===== config.mk =====
export PLATFORM = sky130hd
export DESIGN_NAME = scl_strap_loader
export DESIGN_NICKNAME = d
export VERILOG_FILES = /design/src/design/scl_pkg.sv /design/src/design/scl_link_timer.sv /design/src/design/scl_strap_loader.sv
export VERILOG_INCLUDE_DIRS = /design/src /design/src/design
export SDC_FILE = /design/constraint.sdc
export NUM_CORES = 1
export LEC_CHECK = 0
export BUFFER_PORTS_ARGS = -buffer_cell sky130_fd_sc_hd__buf_2
export CAP_MARGIN = 20
export CELL_PAD_IN_SITES_DETAIL_PLACEMENT = 1
export CELL_PAD_IN_SITES_GLOBAL_PLACEMENT = 1
export CORE_MARGIN = 2
export CORE_UTILIZATION = 30
export DETAILED_ROUTE_END_ITERATION = 8
export PLACE_DENSITY = 0.76
export SYNTH_ARGS = -nofsm -noshare
export SYNTH_HDL_FRONTEND = slang
export SYNTH_HIERARCHICAL = 1
export SYNTH_SLANG_ARGS = --single-unit

===== constraint.sdc =====
create_clock -name aclk -period 1.8 [get_ports aclk]
set_input_delay 0.27 -clock aclk [delete_from_list [all_inputs] [get_ports aclk]]
set_output_delay 0.27 -clock aclk [all_outputs]
set_load 0.01 [all_outputs]

===== src/design/scl_params.svh =====
// Register map, field layout and timing constants of the strap loader
// Assumes: included by the package and both modules, no other header needed
`ifndef SCL_PARAMS_SVH
`define SCL_PARAMS_SVH

// Register byte offsets
`define SCL_ADDR_STATUS     8'h00
`define SCL_ADDR_CTRL       8'h04
`define SCL_ADDR_SETUP      8'h08
`define SCL_ADDR_TOKEN      8'h0C
`define SCL_ADDR_OUT        8'h10
`define SCL_ADDR_IN         8'h14

// Field positions
`define SCL_CTRL_START      0
`define SCL_CTRL_SWRST      1
`define SCL_SETUP_MAX_LSB   0
`define SCL_SETUP_CODE_LSB  4
`define SCL_SETUP_OD_A      8
`define SCL_SETUP_OD_B      9
`define SCL_STRAP_NID_MSB   3
`define SCL_STRAP_PAGE      4
`define SCL_STRAP_DIR_LSB   5
`define SCL_DIR_C           0
`define SCL_DIR_DLO         1
`define SCL_DIR_FLAG        2

// Reset values and limits
`define SCL_SETUP_RESET     32'h0000_0300
`define SCL_SETUP_RESET_MAX (4'((`SCL_SETUP_RESET) >> `SCL_SETUP_MAX_LSB))
`define SCL_SETUP_RESET_BIT(b) (1'((`SCL_SETUP_RESET) >> (b)))
`define SCL_ID_FIRST        4'h1
`define SCL_ID_MIN_HIGHEST  4'h2
`define SCL_ID_MAX_SMALL    4'h7
`define SCL_ID_MAX_LARGE    4'hF
`define SCL_TXD_IDLE        1'h1
`define SCL_RESP_OKAY       2'h0
`define SCL_RESP_SLVERR     2'h2

// Timing: times in ns at the reference rate, link rate is clock / DIV
`define SCL_RATE_DIV        8
`define SCL_REF_RATE_KBPS   2500
`define SCL_BURST_128_NS    1070000
`define SCL_BURST_64_NS     790000
`define SCL_SKIP_NS         93600
`define SCL_NS_TO_CYC(ns)   ((64'(ns) * `SCL_REF_RATE_KBPS * `SCL_RATE_DIV) / 64'd1000000)

`endif


===== src/design/scl_pkg.sv =====
// Types shared by the strap loader modules
// Assumes: scl_params.svh on the include path
`include "scl_params.svh"

package scl_pkg;

   typedef struct packed {
      logic       use_cmi;
      logic       page_64;
      logic [2:0] port_dir;
      logic [3:0] node_ident;
   } scl_strap_t;

   typedef struct packed {
      logic [7:0] o;
      logic [7:0] oe;
   } scl_pin8_t;

   typedef enum logic [1:0] {
      SCL_ST_RESET,
      SCL_ST_SETUP,
      SCL_ST_RUN
   } scl_state_t;

endpackage


===== src/design/scl_link_timer.sv =====
// Link bit tick and burst period timer
// Assumes: one clock, synchronous active-low reset
`timescale 1ns/1ps
`default_nettype none
`include "scl_params.svh"

module scl_link_timer
#(
   parameter int unsigned BURST_128_CYC = int'(`SCL_NS_TO_CYC(`SCL_BURST_128_NS)),
   parameter int unsigned BURST_64_CYC  = int'(`SCL_NS_TO_CYC(`SCL_BURST_64_NS))
)
(
   input  wire logic aclk,
   input  wire logic aresetn,
   input  wire logic run,
   input  wire logic page_64,
   output var  logic bit_tick,
   output var  logic burst_due
);

   logic [3:0]  div_cnt;
   logic [31:0] burst_cnt;
   logic [31:0] burst_end;

   assign burst_end = page_64 ? BURST_64_CYC - 1 : BURST_128_CYC - 1;

   // ****************************************
   // Bit clock
   // ****************************************
   always_ff @(posedge aclk)
   begin
      if (!aresetn)
      begin
         div_cnt  <= 4'h0;
         bit_tick <= 1'h0;
      end
      else
      begin
         bit_tick <= (div_cnt == 4'(`SCL_RATE_DIV - 1));
         div_cnt  <= (div_cnt == 4'(`SCL_RATE_DIV - 1)) ? 4'h0 : 4'(div_cnt + 4'h1);
      end
   end

   // ****************************************
   // Burst period
   // ****************************************
   always_ff @(posedge aclk)
   begin
      if (!aresetn || !run)
      begin
         burst_cnt <= 32'h0000_0000;
         burst_due <= 1'h0;
      end
      else
      begin
         burst_due <= (burst_cnt == burst_end);
         burst_cnt <= (burst_cnt == burst_end) ? 32'h0000_0000 : burst_cnt + 32'h0000_0001;
      end
   end

endmodule // scl_link_timer
`default_nettype wire


===== src/design/scl_strap_loader.sv =====
// Strap configuration loader of a standalone ring I/O node
// Assumes: AXI4-Lite master, pins synchronous to aclk, external pulls on straps
`timescale 1ns/1ps
`default_nettype none
`include "scl_params.svh"

module scl_strap_loader
#(
   parameter int unsigned ADDR_W        = 8,
   parameter int unsigned BURST_128_CYC = int'(`SCL_NS_TO_CYC(`SCL_BURST_128_NS)),
   parameter int unsigned BURST_64_CYC  = int'(`SCL_NS_TO_CYC(`SCL_BURST_64_NS))
)
(
   input  wire logic                aclk,
   input  wire logic                aresetn,
   input  wire logic [ADDR_W-1:0]   s_axi_awaddr,
   input  wire logic [2:0]          s_axi_awprot,
   input  wire logic                s_axi_awvalid,
   output var  logic                s_axi_awready,
   input  wire logic [31:0]         s_axi_wdata,
   input  wire logic [3:0]          s_axi_wstrb,
   input  wire logic                s_axi_wvalid,
   output var  logic                s_axi_wready,
   output var  logic [1:0]          s_axi_bresp,
   output var  logic                s_axi_bvalid,
   input  wire logic                s_axi_bready,
   input  wire logic [ADDR_W-1:0]   s_axi_araddr,
   input  wire logic [2:0]          s_axi_arprot,
   input  wire logic                s_axi_arvalid,
   output var  logic                s_axi_arready,
   output var  logic [31:0]         s_axi_rdata,
   output var  logic [1:0]          s_axi_rresp,
   output var  logic                s_axi_rvalid,
   input  wire logic                s_axi_rready,
   output var  scl_pkg::scl_pin8_t  port_a_pins,
   output var  scl_pkg::scl_pin8_t  port_b_pins,
   input  wire logic [7:0]          port_c_pins_i,
   output var  scl_pkg::scl_pin8_t  port_c_pins,
   input  wire logic [7:0]          port_d_pins_i,
   output var  scl_pkg::scl_pin8_t  port_d_pins,
   input  wire logic                txd_i,
   output var  logic                txd_o,
   output var  logic                txd_oe,
   input  wire logic                ext_trigger_in_1_n,
   input  wire logic                ext_trigger_in_2_n,
   output var  scl_pkg::scl_strap_t strap_config,
   output var  logic [3:0]          highest_node_ident,
   output var  logic [3:0]          next_node_ident,
   output var  logic                link_bit_tick,
   output var  logic                burst_due,
   output var  logic                trigger_pulse
);

   import scl_pkg::*;

   localparam int unsigned SKIP_CYC = int'(`SCL_NS_TO_CYC(`SCL_SKIP_NS));

   scl_state_t        state;
   scl_strap_t        straps;
   logic [3:0]        highest_set;
   logic              highest_loaded;
   logic              highest_bad;
   logic [3:0]        coding_field_msb_set;
   logic              od_a;
   logic              od_b;
   logic [31:0]       out_word;
   logic              out_seen;
   logic              aw_held;
   logic              w_held;
   logic [ADDR_W-1:0] aw_addr;
   logic [31:0]       w_data;
   logic [3:0]        w_strb;
   logic              wr_fire;
   logic              wr_ctrl;
   logic              wr_setup;
   logic              wr_out;
   logic              sw_start;
   logic              sw_reset;
   logic [31:0]       ctrl_w;
   logic [31:0]       setup_cur;
   logic [31:0]       setup_w;
   logic [3:0]        coding_field_msb;
   logic              drive_ok;
   logic              trig_n;
   logic              trig_prev;
   logic              has_trig;
   logic [31:0]       rd_data;

   // ****************************************
   // Helpers
   // ****************************************
   function automatic logic [31:0] merge_bytes(input logic [31:0] old,
                                               input logic [31:0] nw,
                                               input logic [3:0]  strb);
      logic [31:0] res;
      res = old;
      for (int i = 0; i < 4; i++)
      begin
         if (strb[i])
         begin
            res[i*8 +: 8] = nw[i*8 +: 8];
         end
      end
      return res;
   endfunction

   function automatic logic addr_mapped(input logic [ADDR_W-1:0] a);
      logic [7:0] b;
      b = a[7:0];
      return (b == `SCL_ADDR_STATUS) || (b == `SCL_ADDR_CTRL) ||
             (b == `SCL_ADDR_SETUP)  || (b == `SCL_ADDR_TOKEN) ||
             (b == `SCL_ADDR_OUT)    || (b == `SCL_ADDR_IN);
   endfunction

   function automatic scl_strap_t strap_decode(input logic [7:0] d, input logic txd);
      scl_strap_t s;
      s.use_cmi    = txd;
      s.page_64    = d[`SCL_STRAP_PAGE];
      s.port_dir   = d[`SCL_STRAP_DIR_LSB +: 3];
      s.node_ident = {d[`SCL_STRAP_NID_MSB] & d[`SCL_STRAP_PAGE],
                      d[`SCL_STRAP_NID_MSB-1:0]};
      return s;
   endfunction

   function automatic logic highest_valid(input logic [3:0] v, input logic page_64);
      return (v >= `SCL_ID_MIN_HIGHEST) &&
             (v <= (page_64 ? `SCL_ID_MAX_LARGE : `SCL_ID_MAX_SMALL));
   endfunction

   // ****************************************
   // Strap capture and operating state
   // ****************************************
   always_ff @(posedge aclk)
   begin
      if (!aresetn)
      begin
         state  <= SCL_ST_RESET;
         straps <= '0;
      end
      else
      begin
         case (state)
            SCL_ST_RESET:
            begin
               straps <= strap_decode(port_d_pins_i, txd_i);
               state  <= SCL_ST_SETUP;
            end
            SCL_ST_SETUP:
            begin
               if (sw_start && !sw_reset)
               begin
                  state <= SCL_ST_RUN;
               end
            end
            SCL_ST_RUN:
            begin
               if (sw_reset)
               begin
                  state <= SCL_ST_SETUP;
               end
            end
            default:
            begin
               state <= SCL_ST_RESET;
            end
         endcase
      end
   end

   assign drive_ok = (state != SCL_ST_RESET);

   // ****************************************
   // Write decode
   // ****************************************
   assign wr_fire   = aw_held && w_held && !s_axi_bvalid;
   assign wr_ctrl   = wr_fire && (aw_addr[7:0] == `SCL_ADDR_CTRL);
   assign wr_setup  = wr_fire && (aw_addr[7:0] == `SCL_ADDR_SETUP) &&
                      (state == SCL_ST_SETUP);
   assign wr_out    = wr_fire && (aw_addr[7:0] == `SCL_ADDR_OUT);
   assign ctrl_w    = merge_bytes(32'h0000_0000, w_data, w_strb);
   assign sw_start  = wr_ctrl && ctrl_w[`SCL_CTRL_START];
   assign sw_reset  = wr_ctrl && ctrl_w[`SCL_CTRL_SWRST];
   assign setup_cur = {22'h00_0000, od_b, od_a, coding_field_msb_set, highest_set};
   assign setup_w   = merge_bytes(setup_cur, w_data, w_strb);

   // ****************************************
   // Network settings
   // ****************************************
   always_ff @(posedge aclk)
   begin
      if (!aresetn || sw_reset)
      begin
         highest_set          <= `SCL_SETUP_RESET_MAX;
         highest_loaded       <= 1'h0;
         highest_bad          <= 1'h0;
         coding_field_msb_set <= 4'h0;
         od_a                 <= `SCL_SETUP_RESET_BIT(`SCL_SETUP_OD_A);
         od_b                 <= `SCL_SETUP_RESET_BIT(`SCL_SETUP_OD_B);
      end
      else if (wr_setup)
      begin
         if (highest_valid(setup_w[`SCL_SETUP_MAX_LSB +: 4], straps.page_64))
         begin
            highest_set    <= setup_w[`SCL_SETUP_MAX_LSB +: 4];
            highest_loaded <= 1'h1;
         end
         else
         begin
            highest_bad <= 1'h1;
         end
         coding_field_msb_set <= setup_w[`SCL_SETUP_CODE_LSB +: 4];
         od_a                 <= setup_w[`SCL_SETUP_OD_A];
         od_b                 <= setup_w[`SCL_SETUP_OD_B];
      end
   end

   assign coding_field_msb = {coding_field_msb_set[3] & straps.page_64,
                              coding_field_msb_set[2:0]};

   // ****************************************
   // Token ring limits
   // ****************************************
   always_ff @(posedge aclk)
   begin
      if (!aresetn)
      begin
         strap_config       <= '0;
         highest_node_ident <= `SCL_ID_MAX_SMALL;
         next_node_ident    <= `SCL_ID_FIRST;
      end
      else
      begin
         strap_config <= straps;
         if (highest_loaded)
         begin
            highest_node_ident <= {highest_set[3] & straps.page_64, highest_set[2:0]};
         end
         else
         begin
            highest_node_ident <= straps.page_64 ? `SCL_ID_MAX_LARGE
                                                 : `SCL_ID_MAX_SMALL;
         end
         if (straps.node_ident >= highest_node_ident)
         begin
            next_node_ident <= `SCL_ID_FIRST;
         end
         else
         begin
            next_node_ident <= 4'(straps.node_ident + 4'h1);
         end
      end
   end

   // ****************************************
   // Port output data and pin drivers
   // ****************************************
   always_ff @(posedge aclk)
   begin
      if (!aresetn || sw_reset)
      begin
         out_word <= 32'h0000_0000;
         out_seen <= 1'h0;
      end
      else if (wr_out)
      begin
         out_word <= merge_bytes(out_word, w_data, w_strb);
         out_seen <= 1'h1;
      end
   end

   always_ff @(posedge aclk)
   begin
      if (!aresetn)
      begin
         port_a_pins <= '0;
         port_b_pins <= '0;
         port_c_pins <= '0;
         port_d_pins <= '0;
         txd_o       <= 1'h0;
         txd_oe      <= 1'h0;
      end
      else
      begin
         port_a_pins.o  <= od_a ? 8'h00 : out_word[7:0];
         port_a_pins.oe <= (drive_ok && out_seen) ?
                           (od_a ? ~out_word[7:0] : 8'hFF) : 8'h00;
         port_b_pins.o  <= od_b ? 8'h00 : out_word[15:8];
         port_b_pins.oe <= (drive_ok && out_seen) ?
                           (od_b ? ~out_word[15:8] : 8'hFF) : 8'h00;
         port_c_pins.o  <= out_word[23:16];
         port_c_pins.oe <= {8{drive_ok && out_seen && straps.port_dir[`SCL_DIR_C]}};
         port_d_pins.o  <= out_word[31:24];
         port_d_pins.oe[3:0] <= {4{drive_ok && out_seen && straps.port_dir[`SCL_DIR_DLO]}};
         if (straps.port_dir[`SCL_DIR_FLAG])
         begin
            port_d_pins.oe[7:4] <= {4{drive_ok}};
         end
         else
         begin
            port_d_pins.oe[7:4] <= {4{drive_ok && out_seen && straps.port_dir[`SCL_DIR_DLO]}};
         end
         txd_o  <= `SCL_TXD_IDLE;
         txd_oe <= drive_ok;
      end
   end

   // ****************************************
   // External trigger
   // ****************************************
   always_comb
   begin
      has_trig = 1'h1;
      trig_n   = ext_trigger_in_1_n;
      if (straps.port_dir[`SCL_DIR_C])
      begin
         trig_n = ext_trigger_in_2_n;
         if (straps.port_dir[`SCL_DIR_DLO])
         begin
            has_trig = 1'h0;
            trig_n   = 1'h1;
         end
      end
   end

   always_ff @(posedge aclk)
   begin
      if (!aresetn)
      begin
         trig_prev     <= 1'h1;
         trigger_pulse <= 1'h0;
      end
      else
      begin
         trig_prev     <= trig_n;
         trigger_pulse <= has_trig && (state == SCL_ST_RUN) && trig_prev && !trig_n;
      end
   end

   // ****************************************
   // Link timing
   // ****************************************
   scl_link_timer
   #(
      .BURST_128_CYC (BURST_128_CYC),
      .BURST_64_CYC  (BURST_64_CYC)
   )
   u_timer
   (
      .aclk      (aclk),
      .aresetn   (aresetn),
      .run       (state == SCL_ST_RUN),
      .page_64   (straps.page_64),
      .bit_tick  (link_bit_tick),
      .burst_due (burst_due)
   );

   // ****************************************
   // AXI4-Lite write channels
   // ****************************************
   always_ff @(posedge aclk)
   begin
      if (!aresetn)
      begin
         s_axi_awready <= 1'h0;
         aw_held       <= 1'h0;
         aw_addr       <= '0;
      end
      else if (s_axi_awvalid && s_axi_awready)
      begin
         s_axi_awready <= 1'h0;
         aw_held       <= 1'h1;
         aw_addr       <= s_axi_awaddr;
      end
      else if (wr_fire)
      begin
         aw_held <= 1'h0;
      end
      else if (!aw_held && !s_axi_bvalid)
      begin
         s_axi_awready <= 1'h1;
      end
   end

   always_ff @(posedge aclk)
   begin
      if (!aresetn)
      begin
         s_axi_wready <= 1'h0;
         w_held       <= 1'h0;
         w_data       <= 32'h0000_0000;
         w_strb       <= 4'h0;
      end
      else if (s_axi_wvalid && s_axi_wready)
      begin
         s_axi_wready <= 1'h0;
         w_held       <= 1'h1;
         w_data       <= s_axi_wdata;
         w_strb       <= s_axi_wstrb;
      end
      else if (wr_fire)
      begin
         w_held <= 1'h0;
      end
      else if (!w_held && !s_axi_bvalid)
      begin
         s_axi_wready <= 1'h1;
      end
   end

   always_ff @(posedge aclk)
   begin
      if (!aresetn)
      begin
         s_axi_bvalid <= 1'h0;
         s_axi_bresp  <= `SCL_RESP_OKAY;
      end
      else if (wr_fire)
      begin
         s_axi_bvalid <= 1'h1;
         s_axi_bresp  <= addr_mapped(aw_addr) ? `SCL_RESP_OKAY : `SCL_RESP_SLVERR;
      end
      else if (s_axi_bready)
      begin
         s_axi_bvalid <= 1'h0;
      end
   end

   // ****************************************
   // AXI4-Lite read channels
   // ****************************************
   always_comb
   begin
      rd_data = 32'h0000_0000;
      case (s_axi_araddr[7:0])
         `SCL_ADDR_STATUS:
         begin
            rd_data = {16'h0000, (state == SCL_ST_RUN), highest_bad,
                       highest_loaded, straps.use_cmi, straps.page_64,
                       straps.port_dir, coding_field_msb, straps.node_ident};
         end
         `SCL_ADDR_SETUP:
         begin
            rd_data = setup_cur;
         end
         `SCL_ADDR_TOKEN:
         begin
            rd_data = {16'(SKIP_CYC), 8'h00, next_node_ident, highest_node_ident};
         end
         `SCL_ADDR_OUT:
         begin
            rd_data = out_word;
         end
         `SCL_ADDR_IN:
         begin
            rd_data = {15'h0000, trig_n, port_d_pins_i, port_c_pins_i};
         end
         default:
         begin
            rd_data = 32'h0000_0000;
         end
      endcase
   end

   always_ff @(posedge aclk)
   begin
      if (!aresetn)
      begin
         s_axi_arready <= 1'h0;
         s_axi_rvalid  <= 1'h0;
         s_axi_rdata   <= 32'h0000_0000;
         s_axi_rresp   <= `SCL_RESP_OKAY;
      end
      else if (s_axi_arvalid && s_axi_arready)
      begin
         s_axi_arready <= 1'h0;
         s_axi_rvalid  <= 1'h1;
         s_axi_rdata   <= rd_data;
         s_axi_rresp   <= addr_mapped(s_axi_araddr) ? `SCL_RESP_OKAY : `SCL_RESP_SLVERR;
      end
      else if (s_axi_rvalid)
      begin
         if (s_axi_rready)
         begin
            s_axi_rvalid <= 1'h0;
         end
      end
      else
      begin
         s_axi_arready <= 1'h1;
      end
   end

endmodule // scl_strap_loader
`default_nettype wire


Word-level counts from Yosys, hierarchy flattened
Index checks and enable logic that the tools add are counted.
{ "classes": {"n_reduce_logical": 67, "add_sub_neg": 3, "n_lt_le_gt_ge": 3, "muxes": 27, "bitwise": 8, "n_eq_ne": 16} }
{ "op_table": {"columns": ["operator", "n"], "rows": [
  ["32-bit case mux with 5 select lines", 1],
  ["32-bit by 1-bit adder with 32-bit output, second input constant", 1],
  ["32-bit == test", 1],
  ["8-bit by 4-bit == test with 1-bit output, second input constant", 4],
  ["8-bit by 5-bit == test with 1-bit output, second input constant", 4],
  ["2-bit AND reduction", 12],
  ["1-bit logical AND", 21],
  ["8-bit by 3-bit == test with 1-bit output, second input constant", 2],
  ["8-bit zero test", 2],
  ["4-bit two-way mux", 4],
  ["8-bit two-way mux", 2],
  ["8-bit inverter", 2],
  ["2-bit OR reduction", 8],
  ["15-bit two-way mux", 1],
  ["1-bit two-way mux", 13],
  ["1-bit logical OR", 12],
  ["2-bit two-way mux", 5],
  ["4-bit by 1-bit adder with 4-bit output, second input constant", 2],
  ["2-bit nonzero test", 4],
  ["1-bit zero test", 7],
  ["2-bit case mux with 3 select lines", 1],
  ["4-bit by 3-bit == test with 1-bit output, second input constant", 1],
  ["4-bit by 2-bit >= comparator with 1-bit output, second input constant", 1],
  ["4-bit >= comparator", 1],
  ["other kinds (7)", 12]
]} }
{ "word_totals": {"in_bits": 84, "reg_bits": 259, "elab_cells": 175} }

Depth between registers and ports, before layout
{ "depth": {"ltp_word": 8, "ltp_mapped": 9} }

Hierarchy
Netlist, hierarchy kept.
{ "by_module_without_submodules": {"columns": ["mod", "n_inst", "area_per_inst_um2", "seq_area_each_um2", "cells_each"], "rows": [
  ["scl_strap_loader", 1, 7803.7, 4264.1, 848],
  ["scl_link_timer", 1, 1811.7, 760.7, 206]
]} }

Worst setup path before layout
No wires, ideal clock.
{ "synth_timing": {"kind": "register to register", "startpoint": "register aw_addr[0]", "endpoint": "register highest_set[3]", "path_buffers": 0, "path_stages_with_launch": 5, "setup_time_ns": 0.122, "arrival_ns": 1.889, "synth_period_minus_slack_ns": 2.010, "setup_slack_ns": -0.210, "t_required_ns": 1.678, "cell_sequence": "dfxtp_1 -> or4_4 -> or2_0 -> or4_4 -> o311a_1"} }
{ "synth_via": {"elab_chain_len": 4} }
{ "synth_rtl": {"columns": ["item", "line", "rtl"], "rows": [
  ["start: declaration", "scl_strap_loader.sv:70", "logic [ADDR_W-1:0] aw_addr;"],
  ["start signal: assignment", "scl_strap_loader.sv:372", "aw_addr <= s_axi_awaddr;"],
  ["8-bit by 4-bit == test with 1-bit output (no source line) or 8-bit by 3-bit == test with 1-bit output (tied branches)", null, null],
  ["1-bit logical AND, on equally long branches", "scl_strap_loader.sv:177, scl_strap_loader.sv:176", null],
  ["1-bit logical AND, on equally long branches", "scl_strap_loader.sv:177, scl_strap_loader.sv:182", null],
  ["2-bit AND reduction (no source line) or 1-bit logical OR (tied branches)", null, null],
  ["end signal: assignment", "scl_strap_loader.sv:193", "highest_set <= `SCL_SETUP_RESET_MAX;"],
  ["end signal: assignment", "scl_strap_loader.sv:204", "highest_set <= setup_w[`SCL_SETUP_MAX_LSB +: 4];"],
  ["end: declaration", "scl_strap_loader.sv:60", "logic [3:0] highest_set;"]
]} }
Parallel ways exist; a longest one is shown, timed or not.
A chain may end at the register's enable or synchronous reset.

Worst setup path after layout
{ "layout_timing": {"startpoint": "register aw_addr[5]", "endpoint": "register highest_set[3]"} }
The elaborated chain is that of the path after synthesis.

==> impl_metrics.py <==
metrics = {
    "routing": {
        "drc": 0,
        "vias": 8823,
        "firstDrtPassIters": 4,
        "via_per_inst": 4.940,
        "wl_per_cell_um": 18.40,
        "wirelength_um": 32870,
        "drtIter0Drc": 411,
        "ant_nets": 0,
    },
    "global_route": {
        "grt_pass1_vias": 9139,
        "grt_max_degree": 60,
        "track_usage_pct": 18.81,
        "grt_pass1_wl_um": 49840,
        "grt_overflow_total": 0,
        "antenna_found_initial": 4,
    },
    "sta": {
        "finalSetupViolCount": 74,
        "fin_worst_skew_ps": 19.51,
        "max_freq_mhz": 496.8,
        "tightest_slew_ps": 583.1,
        "slew_viol_final": 0,
        "hold_viol": 0,
        "rsz0062_at_grt": "yes",
        "period_share_pct": 111.8,
        "setup_ws_ps": -213.0,
        "min_period_ps": 2013,
        "slew_headroom_pct": 60.94,
    },
    "finish": {
        "final_common_cell": "dfxtp_1",
        "drive_above_1_share_pct": 29.65,
        "layout.cells.non_filler": 1786,
        "post-route-util_pct": 42.25,
        "final_cell_mix": "247 x dfxtp_1, 202 x buf_2, 155 x nand2_1",
        "syn_to_final_growth_pct": 38.65,
        "n_fill_cell": 3671,
        "finalNetCount": 1455,
    },
    "synthesis": {
        "synth_xor_area_share_pct": 1.457,
        "syn_area_per_cell_um2": 9.123,
        "syn_area_um2": 9615,
        "synth_top_family_by_area": "simple AND/OR/NAND/NOR gates",
        "synth-async-reset-ratio_pct": 0,
        "netlist.top_cell.by_area": "dfxtp_1",
        "synthCells": 1054,
        "synth_area_leaders": "dfxtp_1 52%, a21oi_1 6.2%, nand2_1 6.1%, mux2i_1 5.1%, nor2_1 3.5%",
        "synth_seq_area_share_pct": 52.26,
        "synth-seq-cells": 251,
        "synth_compound_area_share_pct": 12.70,
        "muxShareOfSynthArea_pct": 5.335,
        "synthAdderAreaFrac_pct": 1.041,
        "ys.flop_type": "dfxtp_1",
        "yosys.area_share.simple_pct": 22.73,
        "ys_warn_count": 6,
        "yosysTopAreaCellShare_pct": 52.26,
        "synth_edf_count": 0,
        "synth_cell_types": 63,
    },
    "worst_setup_path": {
        "worstReg2RegStart": "aw_addr[5]$_SDFFE_PN0P_",
        "rr_worst_depth": 4,
        "cp-endpoint": "highest_set[3]$_SDFFE_PP0P_",
        "arrival_ps": 2440,
        "rr_endpoint": "highest_set[3]$_SDFFE_PP0P_",
        "critPathLaunch": "aw_addr[5]$_SDFFE_PN0P_",
        "required_ps": 2230,
        "crit_type": "register to register",
        "startpoint_type": "register",
        "r2r_slack_ps": -210,
        "cp_max_fo": 3,
        "cp-end-kind": "register",
    },
    "clock_network": {
        "clockBufferDepth": 3,
        "numCtsBuffers": 29,
        "clkLatencyLatePin_ps": 550,
        "clockRootBuffer": "clkbuf_16",
        "clkTransAtPathRegs_ps": 60,
        "cts_sinks": 251,
        "htree_levels": 1,
        "cts_tree": "built",
    },
    "floorplan": {
        "rows": 65,
        "dieArea_um2": 33500,
        "start_util_pct": 30.47,
        "fp.dieH_um": 183.0,
        "core_um2": 31560,
        "die_w_um": 183.0,
        "num_io_pins": 211,
    },
    "placed_design": {
        "place_ws_ps": -232.2,
        "portBuffers": 202,
        "placed_cells": 1678,
        "dp_hpwl_um": 23750,
        "gp_congestion": 0.8532,
    },
    "worst_hold_path": {
        "holdCritPathClass": "input port to register",
    },
    "pwr": {
        "p_leak_nw": 5.734,
        "p_per_area_nw_per_um2": 951.1,
        "max-vdd-ir-drop_uv": 592.4,
    },
    "run_status": {
        "violations": "negative setup slack",
        "outcome": "finished with violations",
    },
    "job": {
        "maxCapViolCount": 0,
    },
}
registers in the layout, summed over array words and instances, names as in the netlist, 8 cells and up:
| register | count |
|---|---|
| w_data | 32 |
| port_a_pins | 16 |
| port_c_pins | 9 |
| out_word | 32 |
| aw_addr | 8 |
| s_axi_rdata | 32 |
| strap_config | 9 |
| straps | 9 |
| u_timer/burst_cnt | 32 |
| port_d_pins | 10 |
| port_b_pins | 16 |
worst max-delay path: stages (launching register included):
cell	delay [ps]
dfxtp_1	310
or4_4	540
or2_1	250
or4_4	510
o311a_1	300
synth_stat cells (13+ instances only):
cell      instances
nor2_1           90
or4_1            13
and2_1           45
nand3_1          37
clkbuf_1         31
inv_1            18
dfxtp_1         251
o31ai_1          13
mux2i_1          49
buf_4            20
a21oi_1         120
nor3_1           17
buf_1            13
o21ai_1          19
nand2_1         155
area by class of cell:
| type | count | area, um2 | area share (%) |
|---|---|---|---|
| tap | 402 | 503.0 | 3.773 |
| inverter | 18 | 67.56 | 0.5068 |
| clock inverter | 15 | 215.2 | 1.614 |
| antenna | 1 | 2.502 | 0.01877 |
| timing repair buffer | 346 | 2347 | 17.61 |
| sequential | 251 | 5030 | 37.73 |
| clock buffer | 36 | 782.0 | 5.866 |
| multi-input combinational | 717 | 4384 | 32.89 |
cell families (layout without fill, tap and decap cells):
| logic type | count (synthesis) | after routing |
|---|---|---|
| simple gates | 434 | 434 |
| flops | 251 | 251 |
| compound gates | 206 | 206 |
| buf+inv | 87 | 415 |
| mux | 51 | 51 |
| xor+xnor | 16 | 16 |
| fa+ha+maj | 8 | 8 |
| other cells | 1 | 3 |
through the flow:
step	hold WS, ps	instance area (um2)	TNS [ps]	power, mW
final	2.001	13330	-10850	12.68
after global routing	13.93	13330	-16150	13.11
after CTS	2.177	13060	-7815	12.80
after detailed placement	442.5	11550	-8888	6.566
after global placement	429.3	11550	-5804	6.544
after floorplan	297.7	9661	-5890	6.219
layer usage:
metal / GRT usage (%) / vias to the layer above / share of wire, %
li1: - / 4260 / -
met1: 23.43 / 4279 / 43
met2: 32.94 / 205 / 49
met3: 3.137 / 75 / 4.9
met4: 6.400 / 4 / 3.1
met5: 0 / - / 0.085
power breakdown:
| group | switching (mW) | total, mW | internal [mW] |
|---|---|---|---|
| combinational | 0.435 | 0.791 | 0.356 |
| sequential | 0.0859 | 5.74 | 5.66 |
| clock | 2.36 | 6.14 | 3.79 |
| total | 2.88 | 12.7 | 9.80 |
how the worst min path moves through the flow:
stage	end	start	cells after the start
2_1_floorplan	txd_o$_DFF_P_	aresetn	0
5_1_grt	s_axi_rdata[5]$_SDFFE_PN0P_	port_c_pins_i[5]	3
3_5_place_dp	s_axi_rdata[15]$_SDFFE_PN0P_	s_axi_rdata[15]$_SDFFE_PN0P_	2
6_report	w_data[25]$_SDFFE_PN0P_	s_axi_wdata[25]	3
4_1_cts	w_data[25]$_SDFFE_PN0P_	s_axi_wdata[25]	3
3_3_place_gp	u_timer/div_cnt[0]$_SDFF_PP0_	u_timer/div_cnt[0]$_SDFF_PP0_	1
what timing repair did:
| item | in CTS | in global routing |
|---|---|---|
| gates cloned | 0 | 3 |
| resized for setup | 7 | 48 |
| pin swaps | 2 | 10 |
| buffers inserted | 2 | 4 |
| hold buffers | 47 | 0 |
| endpoints found under the hold margin | 47 | 0 |
| setup endpoints to repair | 79 | 90 |
Power figures use the tool's default switching activity.
